$ cat src/core/sfe_pkg.sv
package sfe_pkg;

  // --------------------------------------------------------------
  // opcodes
  // --------------------------------------------------------------
  localparam logic [7:0] OP_BLOCK32_ERASE = 8'h52;
  localparam logic [7:0] OP_BLOCK64_ERASE = 8'hD8;
  localparam logic [7:0] OP_CHIP_ERASE_A = 8'h60;
  localparam logic [7:0] OP_CHIP_ERASE_B = 8'hC7;
  localparam logic [7:0] OP_STATUS_READ = 8'h05;
  localparam logic [7:0] OP_WRITE_LATCH_SET = 8'h06;
  localparam logic [7:0] OP_WRITE_LATCH_CLEAR = 8'h04;
  localparam logic [7:0] OP_STATUS_WRITE_ARM = 8'h50;
  localparam logic [7:0] OP_STATUS_WRITE = 8'h01;
  localparam logic [7:0] OP_ID_READ_A = 8'h90;
  localparam logic [7:0] OP_ID_READ_B = 8'hAB;
  localparam logic [7:0] OP_ID_READ_LONG = 8'h9F;

  // --------------------------------------------------------------
  // frame lengths in bits
  // --------------------------------------------------------------
  localparam logic [11:0] BITS_OPCODE = 12'h008;
  localparam logic [11:0] BITS_WITH_DATA = 12'h010;
  localparam logic [11:0] BITS_WITH_ADDR = 12'h020;

  // --------------------------------------------------------------
  // status byte layout
  // --------------------------------------------------------------
  localparam int ST_BUSY = 0;
  localparam int ST_LATCH = 1;
  localparam int ST_BP_LO = 2;
  localparam int ST_INC = 6;
  localparam int ST_LOCK = 7;
  localparam logic [3:0] BP_RESET = 4'hF;
  localparam logic LOCK_RESET = 1'b0;

  // --------------------------------------------------------------
  // identity bytes (values arbitrary)
  // --------------------------------------------------------------
  localparam logic [7:0] MAKER_CODE = 8'h5A;
  localparam logic [7:0] PART_CODE = 8'h3C;
  localparam logic [7:0] MEM_TYPE_CODE = 8'h21;
  localparam logic [7:0] CAPACITY_CODE = 8'h16;

  // --------------------------------------------------------------
  // erase kinds and timing
  // --------------------------------------------------------------
  localparam logic [1:0] ERASE_BLOCK32 = 2'h1;
  localparam logic [1:0] ERASE_BLOCK64 = 2'h2;
  localparam logic [1:0] ERASE_CHIP = 2'h3;
  localparam int CLK_PERIOD_NS = 40;
  localparam int BLOCK_ERASE_TIME_US = 1000;
  localparam int CHIP_ERASE_TIME_US = 2000;
  localparam int BLOCK_ERASE_CYCLES =
    (BLOCK_ERASE_TIME_US * 1000 + CLK_PERIOD_NS - 1) / CLK_PERIOD_NS;
  localparam int CHIP_ERASE_CYCLES =
    (CHIP_ERASE_TIME_US * 1000 + CLK_PERIOD_NS - 1) / CLK_PERIOD_NS;

  // --------------------------------------------------------------
  // carriers
  // --------------------------------------------------------------
  typedef struct packed {
    logic sck;
    logic cs_n;
    logic si;
    logic wp_n;
  } sfe_pins_t;

  localparam sfe_pins_t PINS_IDLE = '{sck: 1'b0, cs_n: 1'b1, si: 1'b0,
                                      wp_n: 1'b1};

  typedef struct packed {
    logic sck_q;
    logic cs_q;
    logic [11:0] cnt;
    logic [7:0] shift;
    logic [7:0] opcode;
    logic [23:0] addr;
    logic [7:0] data;
    logic latch;
    logic inc;
    logic [3:0] bp;
    logic lock;
    logic busy;
    logic armed;
    logic [31:0] timer;
    logic erase_req;
    logic [1:0] erase_kind;
    logic [23:0] erase_addr;
    logic so;
    logic so_oe;
  } sfe_state_t;

endpackage : sfe_pkg

$ cat src/core/sfe_sync.sv
`timescale 1ns/1ps
module sfe_sync (
  input wire logic clk_in,
  input wire logic reset_n_in,
  input wire sfe_pkg::sfe_pins_t pins_in,
  output sfe_pkg::sfe_pins_t pins_out
);

  // --------------------------------------------------------------
  // two-stage synchroniser; only the second stage is visible
  // --------------------------------------------------------------
  sfe_pkg::sfe_pins_t meta_reg;

  always_ff @(posedge clk_in or negedge reset_n_in) begin
    if (!reset_n_in) begin
      meta_reg <= sfe_pkg::PINS_IDLE;
      pins_out <= sfe_pkg::PINS_IDLE;
    end else begin
      meta_reg <= pins_in;
      pins_out <= meta_reg;
    end
  end

endmodule : sfe_sync

$ cat src/core/sfe_core.sv
`timescale 1ns/1ps
// Notes on behaviour
// - 52H erases 32K block by A23..A15
// - D8H erases 64K block by A23..A16
// - block erase into protected region ignored
// - 60H or C7H erases whole array
// - chip erase refused if anything protected
// - writes execute on closing select rise
// - erase self-timed, busy flag set meanwhile
// - status read answered even while busy
// - status byte repeats until select rises
// - latch set command sets write latch
// - status write clears write latch
// - latch clear resets latch and increment flag
// - latch clear never aborts running operation
// - status write must follow arm immediately unless latch is set
// - status write changes protect and lock
// - locked and pin low ignores status write
// - pin low lets lock only rise
// - unlocked status write changes bits together
// - 90H/ABH alternate maker and part codes
// - 9FH gives maker, type, capacity bytes
// - 04H latch clear, 05H status read
module sfe_core #(
  parameter int BLOCK_ERASE_CYCLES = sfe_pkg::BLOCK_ERASE_CYCLES,
  parameter int CHIP_ERASE_CYCLES = sfe_pkg::CHIP_ERASE_CYCLES
) (
  input wire logic clk_in,
  input wire logic reset_n_in,
  input wire logic sck_in,
  input wire logic cs_n_in,
  input wire logic si_in,
  input wire logic wp_n_in,
  input wire logic inc_set_in,
  output logic so_out,
  output logic so_oe_out,
  output logic busy_out,
  output logic [7:0] status_out,
  output logic erase_req_out,
  output logic [1:0] erase_kind_out,
  output logic [23:0] erase_addr_out
);

  // --------------------------------------------------------------
  // helpers
  // --------------------------------------------------------------
  // protection grows downward from the top 64K block of a 4 MByte array
  function automatic logic is_protected(input logic [5:0] blk,
                                        input logic [3:0] bp);
    int lim;
    lim = 0;
    if (bp == 4'h0) begin
      return 1'b0;
    end
    if (bp >= 4'h7) begin
      return 1'b1;
    end
    lim = 64 - (1 << (int'(bp) - 1));
    return int'(blk) >= lim;
  endfunction : is_protected

  function automatic logic [7:0] status_byte(input sfe_pkg::sfe_state_t s);
    logic [7:0] b;
    b = 8'h00;
    b[sfe_pkg::ST_BUSY] = s.busy;
    b[sfe_pkg::ST_LATCH] = s.latch;
    b[sfe_pkg::ST_BP_LO +: 4] = s.bp;
    b[sfe_pkg::ST_INC] = s.inc;
    b[sfe_pkg::ST_LOCK] = s.lock;
    return b;
  endfunction : status_byte

  function automatic logic out_bit(input logic [7:0] op,
                                   input logic [11:0] c,
                                   input logic [7:0] stat,
                                   input logic a0);
    logic [11:0] k;
    logic [7:0] b;
    k = 12'h000;
    b = 8'h00;
    if (op == sfe_pkg::OP_STATUS_READ) begin
      k = c - sfe_pkg::BITS_OPCODE;
      b = stat;
    end else if (op == sfe_pkg::OP_ID_READ_LONG) begin
      k = c - sfe_pkg::BITS_OPCODE;
      unique case (k[4:3])
        2'h0: b = sfe_pkg::MAKER_CODE;
        2'h1: b = sfe_pkg::MEM_TYPE_CODE;
        2'h2: b = sfe_pkg::CAPACITY_CODE;
        2'h3: b = 8'h00;
      endcase
    end else begin
      k = c - sfe_pkg::BITS_WITH_ADDR;
      b = (k[3] ^ a0) ? sfe_pkg::PART_CODE : sfe_pkg::MAKER_CODE;
    end
    return b[3'h7 - k[2:0]];
  endfunction : out_bit

  // --------------------------------------------------------------
  // pin synchronisation and edges
  // --------------------------------------------------------------
  sfe_pkg::sfe_pins_t pins_raw;
  sfe_pkg::sfe_pins_t pins_s;
  sfe_pkg::sfe_state_t st_reg;
  sfe_pkg::sfe_state_t st_next;
  logic sck_rise;
  logic sck_fall;
  logic cs_rise;
  logic [7:0] shift_new;
  logic out_active;
  logic sw_locked;

  assign pins_raw = '{sck: sck_in, cs_n: cs_n_in, si: si_in,
                      wp_n: wp_n_in};

  sfe_sync u_sync (
    .clk_in(clk_in),
    .reset_n_in(reset_n_in),
    .pins_in(pins_raw),
    .pins_out(pins_s)
  );

  assign sck_rise = pins_s.sck & ~st_reg.sck_q;
  assign sck_fall = ~pins_s.sck & st_reg.sck_q;
  assign cs_rise = pins_s.cs_n & ~st_reg.cs_q;
  assign shift_new = {st_reg.shift[6:0], pins_s.si};
  assign sw_locked = ~pins_s.wp_n & st_reg.lock;

  always_comb begin
    out_active = 1'b0;
    if (st_reg.opcode == sfe_pkg::OP_STATUS_READ) begin
      out_active = st_reg.cnt >= sfe_pkg::BITS_OPCODE;
    end else if (st_reg.opcode == sfe_pkg::OP_ID_READ_LONG) begin
      out_active = !st_reg.busy && st_reg.cnt >= sfe_pkg::BITS_OPCODE;
    end else if (st_reg.opcode == sfe_pkg::OP_ID_READ_A ||
                 st_reg.opcode == sfe_pkg::OP_ID_READ_B) begin
      out_active = !st_reg.busy &&
                   st_reg.cnt >= sfe_pkg::BITS_WITH_ADDR;
    end
  end

  // --------------------------------------------------------------
  // next state
  // --------------------------------------------------------------
  always_comb begin
    st_next = st_reg;
    st_next.erase_req = 1'b0;
    st_next.sck_q = pins_s.sck;
    st_next.cs_q = pins_s.cs_n;
    // self-timed erase; the array itself is outside this block
    if (st_reg.busy) begin
      if (st_reg.timer <= 32'h0000_0001) begin
        st_next.busy = 1'b0;
        st_next.latch = 1'b0;
        st_next.timer = 32'h0000_0000;
      end else begin
        st_next.timer = st_reg.timer - 32'h0000_0001;
      end
    end
    if (pins_s.cs_n) begin
      st_next.cnt = 12'h000;
      st_next.so_oe = 1'b0;
      if (cs_rise && st_reg.cnt >= sfe_pkg::BITS_OPCODE) begin
        // any finished command disarms; only an 8-bit arm while not busy re-arms
        st_next.armed = 1'b0;
        if (!st_reg.busy) begin
          unique case (st_reg.opcode)
            sfe_pkg::OP_WRITE_LATCH_SET: begin
              if (st_reg.cnt == sfe_pkg::BITS_OPCODE) begin
                st_next.latch = 1'b1;
              end
            end
            sfe_pkg::OP_WRITE_LATCH_CLEAR: begin
              if (st_reg.cnt == sfe_pkg::BITS_OPCODE) begin
                // busy and timer are left running on purpose
                st_next.latch = 1'b0;
                st_next.inc = 1'b0;
              end
            end
            sfe_pkg::OP_STATUS_WRITE_ARM: begin
              st_next.armed = st_reg.cnt == sfe_pkg::BITS_OPCODE;
            end
            sfe_pkg::OP_STATUS_WRITE: begin
              if (st_reg.cnt == sfe_pkg::BITS_WITH_DATA &&
                  (st_reg.armed || st_reg.latch) && !sw_locked) begin
                // with the pin low the lock was 0 here, so it can only rise
                st_next.bp = st_reg.data[sfe_pkg::ST_BP_LO +: 4];
                st_next.lock = st_reg.data[sfe_pkg::ST_LOCK];
                st_next.latch = 1'b0;
              end
            end
            sfe_pkg::OP_BLOCK32_ERASE,
            sfe_pkg::OP_BLOCK64_ERASE: begin
              if (st_reg.cnt == sfe_pkg::BITS_WITH_ADDR && st_reg.latch &&
                  !is_protected(st_reg.addr[21:16], st_reg.bp)) begin
                st_next.busy = 1'b1;
                st_next.timer = 32'(BLOCK_ERASE_CYCLES);
                st_next.erase_req = 1'b1;
                if (st_reg.opcode == sfe_pkg::OP_BLOCK32_ERASE) begin
                  st_next.erase_kind = sfe_pkg::ERASE_BLOCK32;
                  st_next.erase_addr = {st_reg.addr[23:15], 15'h0000};
                end else begin
                  st_next.erase_kind = sfe_pkg::ERASE_BLOCK64;
                  st_next.erase_addr = {st_reg.addr[23:16], 16'h0000};
                end
              end
            end
            sfe_pkg::OP_CHIP_ERASE_A,
            sfe_pkg::OP_CHIP_ERASE_B: begin
              if (st_reg.cnt == sfe_pkg::BITS_OPCODE && st_reg.latch &&
                  st_reg.bp == 4'h0) begin
                st_next.busy = 1'b1;
                st_next.timer = 32'(CHIP_ERASE_CYCLES);
                st_next.erase_req = 1'b1;
                st_next.erase_kind = sfe_pkg::ERASE_CHIP;
                st_next.erase_addr = 24'h000000;
              end
            end
            default: begin
            end
          endcase
        end
      end
    end else if (sck_rise) begin
      // input sampled on the rising clock, msb first
      st_next.shift = shift_new;
      st_next.cnt = st_reg.cnt + 12'h001;
      if (st_reg.cnt == sfe_pkg::BITS_OPCODE - 12'h001) begin
        st_next.opcode = shift_new;
      end
      if (st_reg.cnt >= sfe_pkg::BITS_OPCODE &&
          st_reg.cnt < sfe_pkg::BITS_WITH_ADDR) begin
        st_next.addr = {st_reg.addr[22:0], pins_s.si};
      end
      if (st_reg.cnt >= sfe_pkg::BITS_OPCODE &&
          st_reg.cnt < sfe_pkg::BITS_WITH_DATA) begin
        st_next.data = shift_new;
      end
    end else if (sck_fall) begin
      // output changes after the falling clock
      st_next.so_oe = out_active;
      if (out_active) begin
        st_next.so = out_bit(st_reg.opcode, st_reg.cnt,
                             status_byte(st_reg), st_reg.addr[0]);
      end
    end
    // set wins over a latch clear in the same cycle
    if (inc_set_in) begin
      st_next.inc = 1'b1;
    end
  end

  always_ff @(posedge clk_in or negedge reset_n_in) begin
    if (!reset_n_in) begin
      st_reg <= '{sck_q: 1'b0, cs_q: 1'b1, cnt: 12'h000, shift: 8'h00,
                  opcode: 8'h00, addr: 24'h000000, data: 8'h00,
                  latch: 1'b0, inc: 1'b0, bp: sfe_pkg::BP_RESET,
                  lock: sfe_pkg::LOCK_RESET, busy: 1'b0, armed: 1'b0,
                  timer: 32'h0000_0000, erase_req: 1'b0,
                  erase_kind: 2'h0, erase_addr: 24'h000000,
                  so: 1'b0, so_oe: 1'b0};
    end else begin
      st_reg <= st_next;
    end
  end

  assign so_out = st_reg.so;
  assign so_oe_out = st_reg.so_oe;
  assign busy_out = st_reg.busy;
  assign status_out = status_byte(st_reg);
  assign erase_req_out = st_reg.erase_req;
  assign erase_kind_out = st_reg.erase_kind;
  assign erase_addr_out = st_reg.erase_addr;
endmodule : sfe_core

$ cat config.mk
export PLATFORM = sky130hd
export DESIGN_NAME = sfe_core
export DESIGN_NICKNAME = d
export VERILOG_FILES = /design/src/core/sfe_pkg.sv /design/src/core/sfe_sync.sv /design/src/core/sfe_core.sv
export SDC_FILE = /design/constraint.sdc
export NUM_CORES = 1
export LEC_CHECK = 0
export BUFFER_PORTS_ARGS = -buffer_cell sky130_fd_sc_hd__buf_4
export CAP_MARGIN = 20
export CORE_ASPECT_RATIO = 1.75
export CORE_MARGIN = 4
export CORE_UTILIZATION = 55
export CTS_BUF_LIST = sky130_fd_sc_hd__clkbuf_8
export DETAILED_ROUTE_END_ITERATION = 10
export PLACE_DENSITY = 0.81
export REMOVE_ABC_BUFFERS = 1
export SLEW_MARGIN = 5
export SYNTH_ARGS = -nofsm -noshare
export SYNTH_HDL_FRONTEND = slang
export SYNTH_SLANG_ARGS = --single-unit
$ cat constraint.sdc
create_clock -name clk_in -period 3.95 [get_ports clk_in]
set_input_delay 0.395 -clock clk_in [delete_from_list [all_inputs] [get_ports clk_in]]
set_output_delay 0.395 -clock clk_in [all_outputs]
set_load 0.01 [all_outputs]
After elaboration in Yosys (flattened, before gate mapping). Cells that the tools add are included.

Logic and storage cells: 186. Output and inout port bits: 38. Register bits after elaboration: 140. Bits of input ports: 7.

Order comparisons: 8. Reductions and logical operators: 37. Bitwise gates (word level): 12. Muxes and demuxes: 71. Equal/unequal tests: 23. Shift-type cells: 1. $add $sub $neg: 7.

Operators by type and width (number): two-way mux 68 bit (3); two-way mux 59 bit (2); one-hot mux 59 bit (2 select lines) (1); two-way mux 32 bit (2); two-way mux 8 bit (8); two-way mux 60 bit (1); == test 8 bit, second input constant (5); two-way mux 1 bit (37); >= comparator 7 x 32 -> 1 bit (1); <= comparator 32 x 1 -> 1 bit, second input constant (1); one-hot mux 8 bit (4 select lines) (1); << shifter 1 x 32 -> 32 bit, first input constant (1); subtractor 32 x 1 -> 32 bit, second input constant (1); subtractor 8 x 32 -> 32 bit, first input constant (1); two-way mux 26 bit (1); == test 8 x 3 -> 1 bit, second input constant (3); == test 8 x 7 -> 1 bit, second input constant (3); two-way mux 24 bit (1); two-way mux 3 bit (6); nonzero test 2 bit (7); adder 12 x 1 -> 12 bit, second input constant (1); == test 12 x 3 -> 1 bit, second input constant (1); == test 12 x 4 -> 1 bit, second input constant (1); == test 12 x 5 -> 1 bit, second input constant (1); 37 further kinds (69).

Longest topological paths before layout.
Depth after elaboration: 25. Gate-level depth with buffers: 19. Depth with buffers taken out: 16.

Cells and area by module. Synthesis repeated with hierarchy kept, for this count alone.

Cell total of the unflattened synthesis: 648. Area, all modules: 6605.1 µm².

Modules (own cells, without submodules): sfe_core (cells an instance 640, area an instance 6399.9 µm², times used 1, seq. area each 2834.0 µm²); sfe_sync (cells an instance 8, area an instance 205.2 µm², times used 1, seq. area each 205.2 µm²).

Worst setup path after synthesis. Ideal clock, no wire load.

Kind: reg2reg. Start: register st_reg, in the netlist status_out[2]. End: register st_reg, in the netlist erase_addr_out[16]. Slack: 98 ps. Period minus slack after synthesis: 3852 ps. Setup time: 87 ps. Buffers on the path: 3. Arrival: 3765 ps. Stages on the path, launching flop included: 19. Required time: 3863 ps. Cell sequence: dfstp_2 > clkbuf_1 > inv_1 > ha_1 > buf_2 > nor2_1 > a31oi_1 > or3_1 > ha_1 > o211ai_1 > o21ai_0 > ha_1 > o2111ai_1 > o21ai_0 > nand3_1 > a21oi_2 > clkbuf_1 > nand3_1 > o211ai_1.

Longest elaborated chain between the ends: 17. Elaborated cells on any way between the ends: 30. Classes of those cells: 2 x add/sub; 2 x order compare; 2 x eq/ne; 1 x shift; 18 x mux; 5 x reduce/logical.

Ends and longest elaborated chain: start, declared (RTL line sfe_core.sv:104) `sfe_pkg::sfe_state_t st_reg;`; start signal, assigned (RTL line sfe_core.sv:255) `st_reg <= '{sck_q: 1'b0, cs_q: 1'b1, cnt: 12'h000, shift: 8'h00,`; start signal, assigned (RTL line sfe_core.sv:263) `st_reg <= st_next;`; branches (longest 16 deep; another with subtractor 8 x 32 -> 32 bit); AND reduction 6 bit (no source line) *.

Every way passes the cells marked *. The select of a mux whose other input is x is not followed. A chain may end at the register's enable or synchronous reset.

==> summary.md <==
| Metric | Value |
|---|---|
| Peak supply drop | 0.245 mV |
| WS Path Type | reg2reg |
| Share of layout cells above drive strength 1 | 0.214 |
| CTS tree | done |
| Post-synth ARST share | 1.00 |
| DR pass1 iterations | 9 |
| Post-Synthesis Cells | 720 |
| Period Utilization, post-route | 0.940 |
| Avg Cell Area, Syn | 9.52 sq um |
| CTS clk-pin slew, worst paths | 0.07 ns |
| Crit path max-delay cell type | dfstp_2 |
| DRT iter0 DRCs | 368 |
| Die Span X | 92.4 um |
| Post-synthesis register bit count | 121 |
| Vias | 5652 |
| FMAX | 269 MHz |
| Post-layout net count | 746 |
| Final WL | 16.4 mm |
| Wirelength per Cell | 18.1 um |
| Critical-path maximum fanout | 8 |
| Synth warnings | 0 |
| Final Max Tran Viols | 0 |
| Max_cap viols | 0 |
| Die Area | 14400 sq um |
| Worst Hold Class | in2reg |
| Worst-skew pair later-pin latency | 0.46 ns |
| Sequential fraction of the synthesis area | 0.443 |
| Most used cell, CP | o21ai_0 |
| Largest register FFs | 84 |
| Synthesis-to-finish area growth | 9.54% |
| Pwr/cell area | 346 nW/um^2 |
| Buffers added on ports | 29 |
| Setup TNS Final | 0 ns |
| First-pass GRT wire length | 27.1 mm |
| Initial antenna violation count | 0 |
| Clock sinks | 121 |
| Finished Layout Cells | 905 |
| DR vias/cell | 6.25 |
| Commonest non-fill, non-tap cell in the layout | dfrtp_1 |
| Core area | 12100 sq um |
| Buf/Inv on CP | 1 |
| Crit-path cells | inv_1 -> ha_4 -> nor2_1 -> a31oi_2 -> or3_1 -> ha_2 -> o211ai_1 -> o21ai_0 -> ha_1 -> o2111ai_1 -> o21ai_0 -> nand3_1 -> o311a_1 -> or2b_1 -> a221oi_2 |
| Hold_ws | 0.0442 ns |
| Critical path data arrival time | 4.07 ns |
| Ys flop type | dfrtp_1 |
| Leakage power figure | 3.30 nW |
| Hold Crit Start | si_in |
| Worst setup startpoint | status_out[3] |
| Grt ovf | 0 |
| # IOs | 45 |
| Netlist Area Pre-Place | 6860 sq um |
| Most frequent cells in the layout | dfrtp_1, nand2_1, nor2_1 |
| Crit path required time | 4.31 ns |
| Final Util | 0.619 |
| Initial core utilization | 0.565 |
| TritonCTS Buffers | 17 |
| Post-DP Area | 7010 sq um |
| Slew headroom | 0.418 |
| RePlAce Congestion | 0.886 |
| Total Routing Usage GR | 0.236 |
| Post-DP HPWL | 11.5 mm |
| Status | completed |
| Worst-Margin Slew | 0.871 ns |
| EDFF count, synth | 0 |
| Post-DRT Antenna Nets | 0 |
| Top-area cell type share of the netlist area | 0.409 |
| Row Count | 53 |
| DRC | 0 |
| Largest net degree at the start of global routing | 45 |
| Top delay family on crit path | compound AO/OA/AOI/OAI gates |
| Ant diodes | 0 |
| Element type at the critical path end | flip-flop |
| Final hold violations | 0 |
| Startpoint Class | flip-flop |
| Clock buffer depth | 2 |
| Critical path's largest stage delay | 0.59 ns |
| Ranking of synthesized cells by area | dfrtp_1, mux2_2, buf_4 |
| Synth unique cells | 80 |
| Die H | 156 um |
| # setup viols final | 0 |
| Root buf cell | clkbuf_8 |
| R2r startpoint | status_out[3] |
| Fin crit period | 3.71 ns |
| Placed insts | 869 |
| Layout filler cell count | 1006 |
| Cell taking the most area after synthesis | dfrtp_1 |
| Vias in the first global route | 5694 |
| Setup Skew | 0.00996 ns |
| Cell area after layout | 7510 sq um |
| H-tree level count | 4 |
[logic make-up (layout without fill, tap and decap cells)]
kind of cell,count (synthesis),count (layout),synth area share
AOI/OAI and AO/OA,158,158,0.162
xor gates and xnor gates,11,11,0.0141
adders and majority gates,12,12,0.0219
buffers and inverters,99,105,0.0783
DFF,121,121,0.443
muxes,45,45,0.0734
other,1,15,0.000547
and+or+nand+nor,273,273,0.207
[timing repair]
item | CTS | global route
endpoints found under the setup margin | 1 | 44
gates resized for setup | 2 | 5
hold buffers | 1 | 0
endpoints found under the hold margin | 41 | 0
pin swaps | 0 | 1
setup buffers | 0 | 2
[worst register-to-register path: cells and delay by family (launching register included)]
kind                     cells  cell delay (ns)
AO/OA/AOI/OAI                7             1.29
AND/OR/NAND/NOR              4             0.96
adder cells (fa/ha/maj)      3             0.71
flip-flops                   1             0.59
buffers and inverters        1             0.09
[cell type report]
cell class	instances	area, sq um	area share
clock buffers	18	248	0.0330
flip-flops and latches	121	3040	0.405
inverters	24	90.1	0.0120
clock inverters	14	181	0.0242
well taps	165	206	0.0275
multi-input cells	514	3380	0.450
repair buffers	49	368	0.0490
[metrics by stage]
step,setup slack (ns),power [W]
2_1_floorplan,0.0237,0.00137
3_3_place_gp,0.328,0.00141
3_5_place_dp,0.0898,0.00142
4_1_cts,0.0723,0.00262
5_1_grt,-0.0243,0.00268
6_report,0.237,0.00260
[routing by layer]
layer	wire length (um)	GRT usage
met5	0	0
met4	638	0.123
met3	1020	0.0468
met2	8740	0.425
met1	5990	0.258
[cell usage after synthesis (all sizes together) (4+ instances only)]
cell,instances
dfrtp,112
nand2,62
nor2,61
buf,47
o21ai,45
mux2,42
a21oi,35
nand3,33
clkbuf,28
nor3,27
inv,24
nand4,18
o211ai,16
ha,12
nor4,11
or3,10
dfstp,9
a31oi,8
nand2b,8
nand3b,6
xor2,6
and3,5
and4,5
xnor2,5
a41oi,4
nor3b,4
nor4b,4
o2111ai,4
o311ai,4
[power by group]
part / internal [W] / switching [W]
clock network: 0.000695 / 0.000507
logic: 0.0000351 / 0.0000474
registers: 0.00128 / 0.0000373
total: 0.00201 / 0.000592
[worst paths after layout]
kind                                      end  cells past startpoint  slack, ns
max                                st_reg[35]                     15       0.24
min                        u_sync.meta_reg[1]                      1       0.04
max reg2reg                        st_reg[35]                     15       0.24
min reg2reg                u_sync.pins_out[3]                      0       0.35
max in group asynchronous       status_out[3]                      3       2.50
min in group asynchronous  erase_addr_out[16]                      2       0.48
Note: power is estimated with default switching activity, not from simulation.
